--- config.mk ---
export PLATFORM = sky130hd
export DESIGN_NAME = serial_dac_write_decoder
export DESIGN_NICKNAME = d
export VERILOG_FILES = /design/src/hw/dac_pkg.sv /design/src/hw/dac_cmd_if.sv /design/src/hw/serial_shifter.sv /design/src/hw/input_register.sv /design/src/hw/serial_dac_write_decoder.sv
export SDC_FILE = /design/constraint.sdc
export NUM_CORES = 1
export LEC_CHECK = 0
export BUFFER_PORTS_ARGS = -buffer_cell sky130_fd_sc_hd__buf_2
export CORE_UTILIZATION = 58
export CTS_CLUSTER_SIZE = 10
export DETAILED_ROUTE_END_ITERATION = 12
export GPL_ROUTABILITY_DRIVEN = 0
export PLACE_DENSITY_LB_ADDON = 0.12
export SLEW_MARGIN = 20
export SYNTH_ARGS = -nofsm -noshare
export SYNTH_HDL_FRONTEND = slang
export SYNTH_SLANG_ARGS = --single-unit
--- constraint.sdc ---
create_clock -name clk_sys -period 2.1 [get_ports clk_sys]
set_input_delay 0.42 -clock clk_sys [delete_from_list [all_inputs] [get_ports clk_sys]]
set_output_delay 0.42 -clock clk_sys [all_outputs]
set_load 0.05 [all_outputs]
--- src/hw/dac_pkg.sv ---
// Purpose: shared constants, states and helpers for the serial converter write path
// Assumes: 16-bit command words, most significant bit first
// Notes:   code field width is a parameter of the modules, default 8

package dac_pkg;

  // command word layout
  localparam int CMD_BITS   = 16;
  localparam int BIT_IGNORE = 15;
  localparam int BIT_GAIN_N = 13;
  localparam int BIT_ACTIVE = 12;
  localparam int CODE_MSB   = 11;
  localparam int CODE_BITS  = 8;

  // serial clock edges in one command, counted from zero
  localparam logic [4:0] LAST_COUNT = 5'h0F;
  localparam logic [4:0] COUNT_ONE  = 5'h01;

  // values after reset
  localparam logic        ACTIVE_RESET   = 1'b0;
  localparam logic        GAIN_N_RESET   = 1'b0;
  localparam logic        LOAD_RES_RESET = 1'b1;
  localparam logic [11:0] CODE_RESET     = 12'h000;
  localparam logic [15:0] WORD_RESET     = 16'h0000;
  localparam logic [4:0]  COUNT_RESET    = 5'h00;

  // receiver states, gray along idle, shift, full
  typedef enum logic [1:0] {
    SH_IDLE  = 2'b00,
    SH_SHIFT = 2'b01,
    SH_FULL  = 2'b11
  } shift_state_t;

  // rising transition between two samples
  function automatic logic rose_edge(input logic now, input logic prev);
    return now & ~prev;
  endfunction

endpackage

--- src/hw/dac_cmd_if.sv ---
// Purpose: carries a received word and the held input register between modules
// Assumes: one clock, all signals registered at their source
// Notes:   wordValid and taken are one-cycle pulses

`timescale 1ns/10ps

interface dac_cmd_if #(
  parameter int CODE_BITS = dac_pkg::CODE_BITS
) ();
  logic                 wordValid;
  logic [15:0]          word;
  logic                 taken;
  logic                 inGainN;
  logic                 inActive;
  logic [CODE_BITS-1:0] inCode;

  modport shifter (output wordValid, output word);
  modport holder  (input wordValid, input word, output taken, output inGainN, output inActive, output inCode);
  modport user    (input wordValid, input word, input taken, input inGainN, input inActive, input inCode);
endinterface

--- src/hw/serial_shifter.sv ---
// Purpose: receives one 16-bit command over chip select, serial clock and data
// Assumes: link inputs synchronous to clk_sys, clock far slower than clk_sys
// Notes:   a word leaves only after sixteen edges and a chip select rise

`timescale 1ns/10ps

module serial_shifter (
  input  wire logic   clk_sys,
  input  wire logic   resetn,
  input  wire logic   chipSelectN,
  input  wire logic   serialClock,
  input  wire logic   serialDataIn,
  dac_cmd_if.shifter  cmd
);
  dac_pkg::shift_state_t state_reg;
  dac_pkg::shift_state_t state_next;
  logic [4:0]            count_reg;
  logic [4:0]            count_next;
  logic [15:0]           shift_reg;
  logic [15:0]           shift_next;
  logic [15:0]           word_reg;
  logic [15:0]           word_next;
  logic                  valid_reg;
  logic                  valid_next;
  logic                  sclkPrev_reg;
  logic                  sclkPrev_next;
  logic                  sclkRise;

  // edge detect and receive sequence
  always_comb begin
    sclkRise      = dac_pkg::rose_edge(serialClock, sclkPrev_reg);
    sclkPrev_next = serialClock;
    state_next    = state_reg;
    count_next    = count_reg;
    shift_next    = shift_reg;
    word_next     = word_reg;
    valid_next    = 1'b0;
    case (state_reg)
      dac_pkg::SH_IDLE: begin
        if (!chipSelectN) begin
          state_next = dac_pkg::SH_SHIFT;
          count_next = dac_pkg::COUNT_RESET;
        end
      end
      dac_pkg::SH_SHIFT: begin
        if (chipSelectN) begin
          state_next = dac_pkg::SH_IDLE; // early rise drops the word
        end else if (sclkRise) begin
          shift_next = {shift_reg[14:0], serialDataIn};
          count_next = count_reg + dac_pkg::COUNT_ONE;
          if (count_reg == dac_pkg::LAST_COUNT) begin
            state_next = dac_pkg::SH_FULL;
          end
        end
      end
      dac_pkg::SH_FULL: begin
        // extra clocks ignored, word handed on at the rise
        if (chipSelectN) begin
          valid_next = 1'b1;
          word_next  = shift_reg;
          state_next = dac_pkg::SH_IDLE;
        end
      end
      default: begin
        state_next = dac_pkg::SH_IDLE;
      end
    endcase
  end

  // registers
  always_ff @(posedge clk_sys or negedge resetn) begin
    if (!resetn) begin
      state_reg    <= dac_pkg::SH_IDLE;
      count_reg    <= dac_pkg::COUNT_RESET;
      shift_reg    <= dac_pkg::WORD_RESET;
      word_reg     <= dac_pkg::WORD_RESET;
      valid_reg    <= 1'b0;
      sclkPrev_reg <= 1'b0;
    end else begin
      state_reg    <= state_next;
      count_reg    <= count_next;
      shift_reg    <= shift_next;
      word_reg     <= word_next;
      valid_reg    <= valid_next;
      sclkPrev_reg <= sclkPrev_next;
    end
  end

  assign cmd.wordValid = valid_reg;
  assign cmd.word      = word_reg;

  a_msb_first: assert property (@(posedge clk_sys) disable iff (!resetn)
    (state_reg == dac_pkg::SH_SHIFT) && !chipSelectN && sclkRise |=> shift_reg[0] == $past(serialDataIn))
    else $error("serial bit not shifted in at bit zero");

  a_short_abort: assert property (@(posedge clk_sys) disable iff (!resetn)
    (state_reg == dac_pkg::SH_SHIFT) && chipSelectN |=> !valid_reg && (state_reg == dac_pkg::SH_IDLE))
    else $error("short transfer was not dropped");

  a_extra_clocks: assert property (@(posedge clk_sys) disable iff (!resetn)
    (state_reg == dac_pkg::SH_FULL) && !chipSelectN |=> $stable(shift_reg) && (state_reg == dac_pkg::SH_FULL))
    else $error("clock beyond the sixteenth changed the word");

  a_latch_on_rise: assert property (@(posedge clk_sys) disable iff (!resetn)
    (state_reg == dac_pkg::SH_FULL) && chipSelectN |=> valid_reg && (word_reg == $past(shift_reg)))
    else $error("full word not handed on at chip select rise");
endmodule

--- src/hw/input_register.sv ---
// Purpose: decodes an accepted command into the held input register
// Assumes: wordValid is a one-cycle pulse
// Notes:   commands with the top bit set leave everything unchanged

`timescale 1ns/10ps

module input_register #(
  parameter int CODE_BITS = dac_pkg::CODE_BITS
) (
  input  wire logic  clk_sys,
  input  wire logic  resetn,
  dac_cmd_if.holder  cmd
);
  logic                 gainN_reg;
  logic                 gainN_next;
  logic                 active_reg;
  logic                 active_next;
  logic [CODE_BITS-1:0] code_reg;
  logic [CODE_BITS-1:0] code_next;
  logic                 taken_reg;
  logic                 taken_next;

  // field capture on an accepted command
  always_comb begin
    taken_next  = cmd.wordValid && !cmd.word[dac_pkg::BIT_IGNORE];
    gainN_next  = gainN_reg;
    active_next = active_reg;
    code_next   = code_reg;
    if (taken_next) begin
      gainN_next  = cmd.word[dac_pkg::BIT_GAIN_N];
      active_next = cmd.word[dac_pkg::BIT_ACTIVE];
      code_next   = cmd.word[dac_pkg::CODE_MSB -: CODE_BITS]; // low unused bits dropped
    end
  end

  // registers
  always_ff @(posedge clk_sys or negedge resetn) begin
    if (!resetn) begin
      gainN_reg  <= dac_pkg::GAIN_N_RESET;
      active_reg <= dac_pkg::ACTIVE_RESET;
      code_reg   <= dac_pkg::CODE_RESET[CODE_BITS-1:0];
      taken_reg  <= 1'b0;
    end else begin
      gainN_reg  <= gainN_next;
      active_reg <= active_next;
      code_reg   <= code_next;
      taken_reg  <= taken_next;
    end
  end

  assign cmd.taken    = taken_reg;
  assign cmd.inGainN  = gainN_reg;
  assign cmd.inActive = active_reg;
  assign cmd.inCode   = code_reg;

  a_code_field: assert property (@(posedge clk_sys) disable iff (!resetn)
    cmd.wordValid && !cmd.word[dac_pkg::BIT_IGNORE]
    |=> code_reg == $past(cmd.word[dac_pkg::CODE_MSB -: CODE_BITS]))
    else $error("code field not taken from the high data bits");
endmodule

--- src/hw/serial_dac_write_decoder.sv ---
// Purpose: write side of a single-channel serial converter with double buffering
// Assumes: link pins and load strobe synchronous to clk_sys, far slower than it
// Notes:   analog stage is outside; this block drives its code, gain and mode
//
// Contract
// - commands whose top bit is one are dropped without touching any latch
// - bit 13 picks gain, one for unity, zero for double
// - bit 12 set means active, clear means shutdown
// - in shutdown the output goes to the fixed resistive load
// - bits 11 to 0 carry the code, unused low positions ignored
// - eight-bit code comes from bits 11 to 4; bit 14 ignored
// - after reset the converter stays in shutdown
// - commands arrive over chip select, serial clock and serial data
// - load strobe low copies the input register into the output register
// - load tied low updates output once a full word and chip select rise land
// - word is latched into the input register when chip select rises
// - clocks past sixteen ignored; early chip select rise aborts the word
// - link is write only, nothing is read back

`timescale 1ns/10ps

module serial_dac_write_decoder #(
  parameter int CODE_BITS = dac_pkg::CODE_BITS
) (
  input  wire logic                 clk_sys,
  input  wire logic                 resetn,
  input  wire logic                 chipSelectN,
  input  wire logic                 serialClock,
  input  wire logic                 serialDataIn,
  input  wire logic                 outputLoadStrobeN,
  output logic [CODE_BITS-1:0]      converterCode,
  output logic                      gainSelectN,
  output logic                      activeEnable,
  output logic                      outputLoadResistor,
  output logic                      outputUpdate
);
  dac_cmd_if #(.CODE_BITS(CODE_BITS)) cmdBus ();

  logic [CODE_BITS-1:0] code_reg;
  logic [CODE_BITS-1:0] code_next;
  logic                 gainN_reg;
  logic                 gainN_next;
  logic                 active_reg;
  logic                 active_next;
  logic                 loadRes_reg;
  logic                 loadRes_next;
  logic                 update_reg;
  logic                 update_next;
  logic                 pending_reg;
  logic                 pending_next;
  logic                 copy;

  // receive path; no transmit pin exists, the link only writes
  serial_shifter u_shifter (
    .clk_sys      (clk_sys),
    .resetn       (resetn),
    .chipSelectN  (chipSelectN),
    .serialClock  (serialClock),
    .serialDataIn (serialDataIn),
    .cmd          (cmdBus.shifter)
  );

  // held input register
  input_register #(.CODE_BITS(CODE_BITS)) u_input (
    .clk_sys (clk_sys),
    .resetn  (resetn),
    .cmd     (cmdBus.holder)
  );

  // output register copy while the strobe is low and new data waits
  always_comb begin
    copy         = !outputLoadStrobeN && pending_reg;
    pending_next = cmdBus.taken | (pending_reg & ~copy); // new word wins over the copy
    update_next  = copy;
    code_next    = code_reg;
    gainN_next   = gainN_reg;
    active_next  = active_reg;
    loadRes_next = loadRes_reg;
    if (copy) begin
      code_next    = cmdBus.inCode;
      gainN_next   = cmdBus.inGainN;
      active_next  = cmdBus.inActive;
      loadRes_next = ~cmdBus.inActive; // shutdown switches in the load
    end
  end

  // registers; shutdown held until a written word is loaded
  always_ff @(posedge clk_sys or negedge resetn) begin
    if (!resetn) begin
      code_reg    <= dac_pkg::CODE_RESET[CODE_BITS-1:0];
      gainN_reg   <= dac_pkg::GAIN_N_RESET;
      active_reg  <= dac_pkg::ACTIVE_RESET;
      loadRes_reg <= dac_pkg::LOAD_RES_RESET;
      update_reg  <= 1'b0;
      pending_reg <= 1'b0;
    end else begin
      code_reg    <= code_next;
      gainN_reg   <= gainN_next;
      active_reg  <= active_next;
      loadRes_reg <= loadRes_next;
      update_reg  <= update_next;
      pending_reg <= pending_next;
    end
  end

  // outputs straight from the registers
  assign converterCode      = code_reg;
  assign gainSelectN        = gainN_reg;
  assign activeEnable       = active_reg;
  assign outputLoadResistor = loadRes_reg;
  assign outputUpdate       = update_reg;

  // dropped command leaves the input register alone
  a_ignore_top_bit: assert property (@(posedge clk_sys) disable iff (!resetn)
    cmdBus.wordValid && cmdBus.word[dac_pkg::BIT_IGNORE]
    |=> !cmdBus.taken && $stable(cmdBus.inCode) && $stable(cmdBus.inActive) && $stable(cmdBus.inGainN))
    else $error("command with top bit set changed a latch");

  // accepted command lands one cycle after the word
  a_take_fields: assert property (@(posedge clk_sys) disable iff (!resetn)
    cmdBus.wordValid && !cmdBus.word[dac_pkg::BIT_IGNORE]
    |=> cmdBus.taken
        && (cmdBus.inActive == $past(cmdBus.word[dac_pkg::BIT_ACTIVE]))
        && (cmdBus.inGainN == $past(cmdBus.word[dac_pkg::BIT_GAIN_N])))
    else $error("accepted command fields not held");

  // copy moves gain and code together
  a_gain_copy: assert property (@(posedge clk_sys) disable iff (!resetn)
    copy |=> (gainN_reg == $past(cmdBus.inGainN)) && (code_reg == $past(cmdBus.inCode)))
    else $error("gain or code not copied on load");

  // resistive load tracks shutdown exactly
  a_load_resistor: assert property (@(posedge clk_sys) disable iff (!resetn)
    outputLoadResistor == !activeEnable)
    else $error("load resistor does not match shutdown");

  // first cycle after reset keeps shutdown
  a_reset_shutdown: assert property (@(posedge clk_sys) disable iff (!resetn)
    !$past(resetn) |-> !activeEnable && outputLoadResistor)
    else $error("not in shutdown after reset");

  // load strobe copies pending data next cycle
  a_strobe_copies: assert property (@(posedge clk_sys) disable iff (!resetn)
    !outputLoadStrobeN && pending_reg |=> outputUpdate && (activeEnable == $past(cmdBus.inActive)))
    else $error("strobe low did not update the output register");

  // output holds while the strobe stays high
  a_strobe_high_hold: assert property (@(posedge clk_sys) disable iff (!resetn)
    outputLoadStrobeN |=> !outputUpdate && $stable(converterCode) && $stable(activeEnable))
    else $error("output changed with strobe high");

  // tied-low strobe updates two cycles after the word is taken
  a_tied_low_update: assert property (@(posedge clk_sys) disable iff (!resetn)
    cmdBus.taken ##1 !outputLoadStrobeN |=> outputUpdate && (converterCode == $past(cmdBus.inCode)))
    else $error("tied-low strobe did not update after a full word");
endmodule

Yosys cells after proc, flatten, opt, wreduce, memory -nomap -nowiden --
Cells that the tools add are included.
Word-level totals: input port bits 6, output and inout port bits 12, bits in registers 65, logic and storage cells 55
Cells by class: bitwise operators 7, mux-type cells 12, add/sub/neg operators 1, eq/ne operators 9, reductions and logical operators 10
Operator list (number):
- 5-bit 2-to-1 mux | 3
- 2-bit 2-to-1 mux | 5
- 5-bit case mux with 2 select lines | 1
- 4-bit AND reduction | 2
- 2-bit inequality test (second input constant) | 3
- 3-bit by 2-bit inequality test with 1-bit output (second input constant) | 2
- 2-bit case mux with 3 select lines | 1
- 5-bit by 1-bit adder with 5-bit output (second input constant) | 1
- 5-bit by 4-bit == test with 1-bit output (second input constant) | 1
- 1-bit NOT | 4
- 3-bit AND reduction | 1
- 1-bit bitwise AND | 2
- 2-bit by 1-bit == test with 1-bit output (second input constant) | 1
- 2-bit == test (second input constant) | 1
- 1-bit logical AND | 2
- 1-bit logical NOT | 2
- 2-bit logical NOT | 1
- 1-bit 2-to-1 mux | 2
- 2-bit by 1-bit inequality test with 1-bit output (second input constant) | 1
- 2-bit AND reduction | 1
- 2-bit nonzero test | 1
- 1-bit OR | 1

Logic depth before layout (Yosys ltp) --
Gate-level depths: netlist (run 1).
depth after elaboration 5, depth in mapped cells 5, mapped depth without buffers 5

Modules after synthesis --
Synthesis (run 1) repeated with hierarchy kept, for this count alone.
Unflattened totals: cells, all modules 158, area, all modules 2628.8 um^2
By module, submodules not included:
- serial_shifter | sequential area each 1026.0 um^2, instances 1, cells an instance 107, area an instance 1647.8 um^2
- serial_dac_write_decoder | sequential area each 326.6 um^2, instances 1, cells an instance 28, area an instance 525.5 um^2
- input_register | sequential area each 275.3 um^2, instances 1, cells an instance 23, area an instance 455.4 um^2

Least setup slack after synthesis (run 1) --
Ideal clock, no wire load.
path kind register to register, start register u_shifter.state_reg[1], end register u_shifter.shift_reg[10], slack 534 ps, arrival time 1441 ps, period minus slack after synthesis 1566 ps, cell stages (with the launch flop) 5, library setup time 125 ps, path buffers 1, required time 1975 ps, path through dfrtp_1 -> nor4b_4 -> nand2_4 -> buf_6 -> mux2_4
Between the ends: word-level cells in the longest chain between the ends 2
RTL lines:
- start, declared | line serial_shifter.sv:15 | dac_pkg::shift_state_t state_reg;
- start signal, assigned | line serial_shifter.sv:73 | state_reg <= dac_pkg::SH_IDLE;
- start signal, assigned | line serial_shifter.sv:80 | state_reg <= state_next;
- 2-bit by 1-bit == test with 1-bit output | line serial_shifter.sv:38 | case (state_reg)
- 3-bit AND reduction (no line)
- end signal, assigned | line serial_shifter.sv:75 | shift_reg <= dac_pkg::WORD_RESET;
- end signal, assigned | line serial_shifter.sv:82 | shift_reg <= shift_next;
- end, declared | line serial_shifter.sv:19 | logic [15:0] shift_reg;
Every way passes these cells. A chain may end at the register's enable or synchronous reset.

Worst setup path in the final report (run 1) --
start register u_shifter.state_reg[1], end register u_shifter.shift_reg[7]
Same word-level chain as after synthesis.

==> results of run 1 <==
[cell type report]
| type | count | area, sq um | area share (%) |
|---|---|---|---|
| inverters | 6 | 22.5 | 0.839 |
| clock buffers | 12 | 165 | 6.15 |
| flip-flops and latches | 60 | 1500 | 56.0 |
| multi-input cells | 77 | 796 | 29.7 |
| repair buffers | 21 | 115 | 4.29 |
| clock inverters | 4 | 22.5 | 0.839 |
| well taps | 48 | 60.1 | 2.24 |
[critical path, stage by stage, from the launching register on]
cell     delay, ns
dfrtp_1       0.47
nor4b_4       0.49
nand2_4       0.26
mux2_4        0.35
[stage by stage]
stage / area (sq um) / std cells / worst slack [ns] / power [mW] / util [%]
finish: 2680 / 228 / 0.404 / 2.25 / 71.2
global route: 2680 / 228 / 0.303 / 2.33 / 71.2
CTS: 2680 / 228 / 0.390 / 2.27 / 71.2
detailed placement: 2500 / 212 / 0.292 / 1.33 / 66.2
global placement: 2500 / 212 / 0.380 / 1.32 / 66.2
floorplan: 2350 / 148 / 0.534 / 1.29 / -
[placed cells by master (no fill, tap or decap), types with 2 or more instances in the layout]
cell,count
a21o_1,2
a21oi_1,2
buf_2,17
buf_4,4
clkbuf_8,12
clkinv_2,3
dfrtp_1,59
ha_1,2
inv_1,6
mux2_2,38
mux2_4,9
mux2i_1,4
nand2_1,2
nand2b_1,3
nand3_1,2
or3_1,2
[kinds of logic after synthesis]
| kind of cell | Yosys count | share of synthesized area (%) |
|---|---|---|
| compound gates | 7 | 1.92 |
| fa+ha+maj | 2 | 1.06 |
| buf+inv | 11 | 2.18 |
| flops | 60 | 64.0 |
| mux | 51 | 25.7 |
| simple gates | 17 | 5.22 |
[how the worst min path moves through the flow]
stage,from,end,slack [ns],depth (start not counted)
2_1_floorplan,resetn,activeEnable$_DFFE_PN0P_,0.12,0
3_3_place_gp,resetn,u_shifter.count_reg[4]$_DFFE_PN0P_,0.39,1
3_5_place_dp,resetn,u_shifter.count_reg[4]$_DFFE_PN0P_,0.40,1
4_1_cts,resetn,activeEnable$_DFFE_PN0P_,0.05,1
5_1_grt,resetn,u_input.cmd.inActive$_DFFE_PN0P_,0.07,1
6_report,resetn,u_shifter.count_reg[4]$_DFFE_PN0P_,0.04,1
[power groups by stage]
stage | Sequential [mW] | Clock [mW] | Combinational, mW
after floorplan | 1.23 | 0 | 0.0530
after global placement | 1.24 | 0 | 0.0838
after detailed placement | 1.24 | 0 | 0.0898
after CTS | 1.22 | 0.957 | 0.0907
after global routing | 1.23 | 1.01 | 0.0987
final | 1.22 | 0.934 | 0.0872
[synth_stat cells]
master and n:
a21o_1 2, buf_6 1, nand2_4 1, and3_1 1, o31ai_1 1, nor4b_4 1, nand4b_1 1, dfstp_2 1
and2b_1 1, buf_2 2, mux2_4 9, nand2b_1 3, a211oi_1 1, nor2b_1 1, nand3_1 2, mux2_2 38
mux2i_1 4, dfrtp_1 59, nand2_1 2, ha_1 2, o21ai_0 1, a21oi_1 2, nor2_1 1, clkbuf_1 2
inv_1 6, nand4_1 1, or3_1 2
[layer usage]
| metal | wire (um) | track usage (%) |
|---|---|---|
| met1 | 1590 | 25.2 |
| met3 | 113 | 7.29 |
| met5 | 0 | 0 |
| met2 | 1760 | 30.5 |
| met4 | 32 | 8.15 |
==> flow_summary.yaml, run 1 <==
timing:
  slew_viol_final: 0
  relSlewSlack_pct: 62.4
  hold_viol: 0
  worst_slew_pin_slew_ns: 0.560
  period_minus_slack_ns: 1.70
  final.period_utilization_pct: 80.8
  clock.fmax_mhz: 590
  setup_viol: 0
  rsz0062_at_grt: "false"
  clock-skew-final_ns: 0.00752
  finalSetupTns_ns: 0
  hold_ws_ns: 0.0444
worst_setup_path:
  cp-endpoint: "u_shifter.shift_reg[7]$_DFFE_PN0P_"
  worstReg2RegEnd: "u_shifter.shift_reg[7]$_DFFE_PN0P_"
  crit_path_max_fanout: 17
  crit_arrival_ns: 1.90
  critical_path_class: "reg -> reg"
  critical_path.startpoint_type: "flop"
  r2r-start: "u_shifter.state_reg[1]$_DFFE_PN0P_"
  crit_required_ns: 2.30
  cp-startpoint: "u_shifter.state_reg[1]$_DFFE_PN0P_"
  reg2reg_slack_ns: 0.40
  reg2reg_depth: 3
  endpoint_kind: "flop"
grt:
  antenna_found_initial: 0
  grt_usage_pct: 19.8
  grt_pass1_vias: 1301
  grt_pass1_wl_mm: 6.05
  grt_max_degree: 23
  overflow: 0
detailed_routing:
  vias_per_cell: 5.43
  postRouteAntennaNets: 0
  dr.pass1.iters: 4
  drt_wl_total_mm: 3.50
  drtIter0Drc: 69
  drcViolationCount: 0
  wl_per_cell_um: 15.3
  num_vias: 1238
yosys:
  ys_seq_area_share_pct: 64.0
  ys.warnings.count: 0
  syn_inst: 148
  synth_area_per_cell_sq_um: 15.9
  synthDistinctLibCells: 27
  synth_top_cell_area_share_pct: 62.8
  synthesis.area_sq_um: 2350
  synth_top_cell_by_area: "dfrtp_1"
  ys_ff_latch: 60
  synth_area_leaders: "dfrtp_1 63%, mux2_2 18%, mux2_4 5.8%"
  syn-num-nets: 156
place:
  place_hpwl_mm: 2.42
  port_buffers: 17
power_and_ir_drop:
  seq_power_share_pct: 54.5
  power_frac_comb_pct: 3.9
  switchingPower_uw: 489
  clkPwrFrac_pct: 41.6
  leakage_nw: 1.47
  intPower_mw: 1.76
  swShare_pct: 21.8
  power_density_nw_per_um2: 837
  ir_drop_uv: 532
floorplan:
  dieArea_sq_um: 4310
  fp.dieH_um: 65.7
  start_util_pct: 62.3
  die_x_um: 65.7
  io_pins: 18
  rows: 22
  placeableCoreArea_sq_um: 3770
hold_path:
  holdCritPathClass: "in -> async"
clock_network:
  cts.clk_slew.worst_paths_ns: 0.06
  clk_path_buf_depth: 2
  cts_resized: 0
  cts_buffers: 9
  root_buffer: "clkbuf_8"
  cts_tree: "yes"
  clkSinkCount: 60
  clkLatencyLatePin_ns: 0.32
  cts_setup_buffers: 0
  h-tree-depth: 3
  hold_buffers: 0
status:
  status: "finished, final reports clean"
flow_run:
  drv_cap: 0
finish:
  drive_above_1_share_pct: 48.3
  syn_to_final_growth_pct: 14.2
  nFillCells: 257
  largest_register_ff_count: 16
  finalNetCount: 183
  diodes: 0
No activity file was read; power rests on OpenSTA's default activity.
==> run 2, diff against run 1 <==
ABC_AREA = 1   (was default)
clock period = 1.7 ns   (was 2.1 ns; I/O delays follow)
==> run 2 against run 1 <==
Effect of this change: design area fell by 0.61%; cell count rose by 44%; clock skew increased by 0.0023 ns; area after synthesis is 1.0% higher; total power is 21% higher; wire length grew 8.2%; worst setup slack worse by 0.15 ns.
==> flow_summary.yaml, run 2 <==
yosys:
  synthTopCellsByCount: "98 x nand2_1, 59 x dfrtp_1, 25 x inv_1, 20 x o21ai_0, 12 x o21ai_2"
  yosysMostFrequentCell: "nand2_1"
  syn_inst: 248
  synthDistinctLibCells: 23
  ys.warnings.count: 0
  dominantRegCellSynth: "dfrtp_1"
  ys_ff_latch: 60
  synthesis.area_sq_um: 2370
  syn-num-nets: 256
  synth_edf_count: 0
  synth_area_per_cell_sq_um: 9.57
  synth_top_cell_area_share_pct: 62.2
  synth_top_cell_by_area: "dfrtp_1"
  ys_seq_area_share_pct: 63.3
  async_flop_share_pct: 100
  synth_area_leaders: "dfrtp_1 62%, nand2_1 15%, o21ai_2 4.4%"
power_and_ir_drop:
  power_density_nw_per_um2: 1020
  leakage_nw: 1.41
  switchingPower_uw: 640
  clkPwrFrac_pct: 37.5
  swShare_pct: 23.6
  intPower_mw: 2.07
  seq_power_share_pct: 56.4
  ir_drop_uv: 972
  power_frac_comb_pct: 6.1
worst_setup_path:
  path_buf_inv: 1
  critical_path.startpoint_type: "flop"
  cp_slowest_stage_delay_ns: 0.53
  endpoint_kind: "output pin"
  crit_path_max_fanout: 2
  slowest_stage: "dfstp_2"
  crit_arrival_ns: 1.10
  crit_required_ns: 1.36
  crit_family: "flip-flops"
  path_cells: "buf_2"
  critical_path_class: "reg -> out"
detailed_routing:
  postRouteAntennaNets: 0
  met3_length_um: 145
  dr.pass1.iters: 4
  wl_met1_mm: 1.86
  vias_per_cell: 4.90
  wl_per_cell_um: 11.5
  drcViolationCount: 0
  drt_wl_total_mm: 3.78
  drtIter0Drc: 106
  num_vias: 1608
  wl_met2_mm: 1.75
  highest_layer: "met4"
clock_network:
  hold_buffers: 0
  clkSinkCount: 60
  cts.clk_slew.worst_paths_ns: 0.06
  cts_resized: 0
  cts_setup_buffers: 0
  cts_buffers: 9
  h-tree-depth: 3
  cts_tree: "yes"
  clk_path_buf_depth: 2
  clkLatencyLatePin_ns: 0.32
  root_buffer: "clkbuf_8"
place:
  place_hpwl_mm: 2.56
  port_buffers: 17
  post_dp_cell_area_sq_um: 2510
status:
  status: "finished, final reports clean"
grt:
  grt_pass1_vias: 1534
  antenna_found_initial: 0
  grt_usage_pct: 21.3
  grt_pass1_wl_mm: 6.67
  grt_max_degree: 33
  overflow: 0
floorplan:
  die_x_um: 66.0
  start_util_pct: 62.5
  rows: 22
  dieArea_sq_um: 4350
  fp.dieH_um: 66.0
  io_pins: 18
  placeableCoreArea_sq_um: 3800
timing:
  finalSetupTns_ns: 0
  clock.fmax_mhz: 693
  hold_viol: 0
  clock-skew-final_ns: 0.00984
  worst_slew_pin_slew_ns: 0.400
  final.period_utilization_pct: 84.8
  slew_viol_final: 0
  period_minus_slack_ns: 1.44
  setup_viol: 0
  hold_ws_ns: 0.0189
  rsz0062_at_grt: "false"
  relSlewSlack_pct: 73.3
finish:
  stdcell_area_sq_um: 2670
  largest_register_ff_count: 16
  finalNetCount: 283
  drive_above_1_share_pct: 19.3
  post-route-util_pct: 70.2
  syn_to_final_growth_pct: 12.4
  diodes: 0
  mostFrequentLayoutCells: "98 x nand2_1, 59 x dfrtp_1, 25 x inv_1, 20 x o21ai_0, 17 x buf_2"
  mostFrequentLayoutCell: "nand2_1"
flow_run:
  drv_cap: 0
hold_path:
  holdCritPathClass: "in -> async"
## run 2: worst paths after layout
path | slack [ns] | cells after the start | startpoint | end
max | 0.26 | 1 | outputLoadResistor$_DFFE_PN1P_ | outputLoadResistor
min | 0.02 | 2 | resetn | u_input.cmd.inGainN$_DFFE_PN0P_
max reg2reg | 0.42 | 6 | u_shifter.state_reg[1]$_DFFE_PN0P_ | u_shifter.shift_reg[8]$_DFFE_PN0P_
min reg2reg | 0.45 | 1 | u_input.cmd.taken$_DFF_PN0_ | pending_reg$_DFF_PN0_
max in group asynchronous | 1.36 | 2 | resetn | u_shifter.shift_reg[2]$_DFFE_PN0P_
min in group clk_sys | 0.16 | 1 | serialClock | u_shifter.sclkPrev_reg$_DFF_PN0_
## run 2: power groups by stage
| stage | combinational (mW) | clock, mW | sequential, mW |
|---|---|---|---|
| 3_5_place_dp | 0.169 | 0 | 1.55 |
| 4_1_cts | 0.171 | 1.04 | 1.53 |
| 5_1_grt | 0.194 | 1.11 | 1.53 |
| 6_report | 0.165 | 1.02 | 1.53 |
| 3_3_place_gp | 0.165 | 0 | 1.55 |
| 2_1_floorplan | 0.113 | 0 | 1.54 |
## run 2: cells by family (layout without fill, tap and decap cells)
group                      after synthesis  count (layout)  share of synthesized area (%)
and+or+nand+nor                        116             116                           19.8
DFF                                     60              60                           63.3
AOI/OAI and AO/OA                       37              37                           9.81
buffers and inverters                   33              65                           6.06
adders and majority gates                2               2                           1.05
## run 2: final cells by class
cell class | instances | area, sq um
flip-flops and latches | 60 | 1500
clock inverters | 3 | 15.0
repair buffers | 22 | 123
clock buffers | 13 | 139
inverters | 27 | 101
multi-input cells | 155 | 727
fillers | 304 | 1130
well taps | 48 | 60.1
## run 2: stage by stage
stage / instances / power (mW) / worst slack (ns)
CTS: 328 / 2.73 / 0.242
finish: 328 / 2.71 / 0.258
detailed placement: 312 / 1.72 / 0.381
floorplan: 248 / 1.66 / 0.490
global route: 328 / 2.83 / 0.220
global placement: 312 / 1.71 / 0.418
## run 2: metal layers
layer | track usage [%] | vias to the layer above
met5 | 0 | -
met3 | 4.48 | 4
met1 | 27.2 | 752
li1 | - | 817
met4 | 12.2 | 0
met2 | 33.5 | 35
==> run 3, diff against run 2 <==
clock period = 1.42 ns   (was 1.7 ns; I/O delays follow)
==> run 3 against run 2 <==
Effect of this change: combinational power up 25%; sequential power rose by 20%; design area grew 2.4%; wire length grew 0.42%; worst setup slack got worse by 0.19 ns; count of clock-buffer cells in the layout rose by 3; non-clock buffer count unchanged; worst hold slack improved by 0.079 ns; die area is the same; sequential cell count did not move; utilization rose by 1.7 points; critical path type unchanged; critical endpoint unchanged; largest cell class unchanged.
==> flow_summary.yaml, run 3 (synthesis results as in run 2) <==
detailed_routing:
  drt_wl_total_mm: 3.80
  postRouteAntennaNets: 0
  drtIter0Drc: 83
  vias_per_cell: 4.87
  num_vias: 1596
  dr.pass1.iters: 4
  wl_per_cell_um: 11.6
  drcViolationCount: 0
clock_network:
  clk_path_buf_depth: 2
  cts_setup_buffers: 0
  root_buffer: "clkbuf_8"
  cts_buffers: 9
  clkSinkCount: 60
  cts.clk_slew.worst_paths_ns: 0.06
  h-tree-depth: 3
  clkLatencyLatePin_ns: 0.33
  cts_tree: "yes"
finish:
  finalNetCount: 283
  mostFrequentLayoutCells: "98 x nand2_1, 59 x dfrtp_1, 25 x inv_1, 20 x o21ai_0, 16 x buf_2"
  largest_register_ff_count: 16
  drive_above_1_share_pct: 19.6
  post-route-util_pct: 71.9
  syn_to_final_growth_pct: 15.1
  mostFrequentLayoutCell: "nand2_1"
  diodes: 0
worst_setup_path:
  cp_slowest_stage_delay_ns: 0.52
  crit_family: "flip-flops"
  path_buf_inv: 1
  crit_required_ns: 1.14
  critical_path.startpoint_type: "flop"
  reg2reg_slack_ns: 0.14
  crit_path_max_fanout: 2
  reg2reg_depth: 6
  crit_arrival_ns: 1.07
  slowest_stage: "dfstp_2"
  critical_path_class: "reg -> out"
  path_cells: "clkbuf_4"
  r2r-start: "u_shifter.count_reg[0]$_DFFE_PN0P_"
  worstReg2RegEnd: "u_shifter.count_reg[4]$_DFFE_PN0P_"
  endpoint_kind: "output pin"
flow_run:
  drv_cap: 0
grt:
  overflow: 0
  grt_max_degree: 61
  grt_util_met2_pct: 33.4
  antenna_found_initial: 0
  grt_usage_pct: 21.8
  grt_use_met1_pct: 28.3
  grt_pass1_wl_mm: 6.82
  grt-busiest-layer: "met2"
  grt_use_met3_pct: 5.69
  grt_pass1_vias: 1535
floorplan:
  dieArea_sq_um: 4350
  placeableCoreArea_sq_um: 3800
  start_util_pct: 62.5
  io_pins: 18
  rows: 22
  fp.dieH_um: 66.0
  die_x_um: 66.0
status:
  status: "finished, final reports clean"
power_and_ir_drop:
  ir_drop_uv: 760
  power_density_nw_per_um2: 1280
  leakage_nw: 1.44
  finalPower_mw: 3.51
hold_path:
  min_delay_path_depth: 1
  holdCritPathClass: "in -> reg"
  hp-start: "serialClock"
  hold_path_end: "u_shifter.sclkPrev_reg$_DFF_PN0_"
timing:
  setup_viol: 0
  clock-skew-final_ns: 0.00450
  final.period_utilization_pct: 95.2
  hold_ws_ns: 0.0976
  worst_slew_pin_slew_ns: 0.335
  period_minus_slack_ns: 1.35
  hold_viol: 0
  clock.fmax_mhz: 740
  rsz0062_at_grt: "false"
  finalSetupTns_ns: 0
  slew_viol_final: 0
  relSlewSlack_pct: 77.6
place:
  place_hpwl_mm: 2.62
  port_buffers: 17
-- run 3: metrics by stage --
stage	std cells	cell area (sq um)	worst slack, ns
finish	328	2730	0.0685
global route	328	2730	0.0226
CTS	328	2730	0.0271
detailed placement	311	2520	0.142
global placement	311	2520	0.156
floorplan	248	2370	0.210
-- run 3: how the worst max path moves through the flow --
stage / startpoint / endpoint / slack [ns] / depth (start not counted)
detailed placement: u_shifter.state_reg[1]$_DFFE_PN0P_ / u_shifter.shift_reg[1]$_DFFE_PN0P_ / 0.14 / 6
finish: outputLoadResistor$_DFFE_PN1P_ / outputLoadResistor / 0.07 / 1
CTS: outputLoadResistor$_DFFE_PN1P_ / outputLoadResistor / 0.03 / 1
floorplan: u_shifter.count_reg[0]$_DFFE_PN0P_ / u_shifter.count_reg[4]$_DFFE_PN0P_ / 0.21 / 6
global route: u_shifter.state_reg[1]$_DFFE_PN0P_ / u_shifter.shift_reg[1]$_DFFE_PN0P_ / 0.02 / 6
global placement: u_shifter.count_reg[0]$_DFFE_PN0P_ / u_shifter.count_reg[4]$_DFFE_PN0P_ / 0.16 / 6
-- run 3: layout make-up --
class | instances | area (sq um)
repair buffers | 22 | 140
well taps | 48 | 60.1
inverters | 27 | 101
fillers | 273 | 1070
flip-flops and latches | 60 | 1500
multi-input cells | 155 | 727
clock buffers | 16 | 200
-- run 3: report_power, final --
group	switching (mW)	total, mW	internal [mW]	leakage, nW
Combinational	0.138	0.206	0.0683	0.513
Clock	0.602	1.48	0.874	0.103
Sequential	0.0406	1.83	1.79	0.821
-- run 3: layer usage --
| metal | part of all wire (%) | wire length [um] | vias to the layer above |
|---|---|---|---|
| met4 | 2.2 | 82 | 0 |
| met2 | 45 | 1700 | 28 |
| met1 | 49 | 1880 | 741 |
| li1 | - | - | 820 |
| met5 | 0 | 0 | - |
| met3 | 3.4 | 130 | 7 |
-- run 3: what timing repair did --
action / 4_1_cts / 5_1_grt
endpoints found under the setup margin: 0 / 1
endpoints found under the hold margin: 59 / 0
hold buffers: 1 / 0
resized for setup: 0 / 1
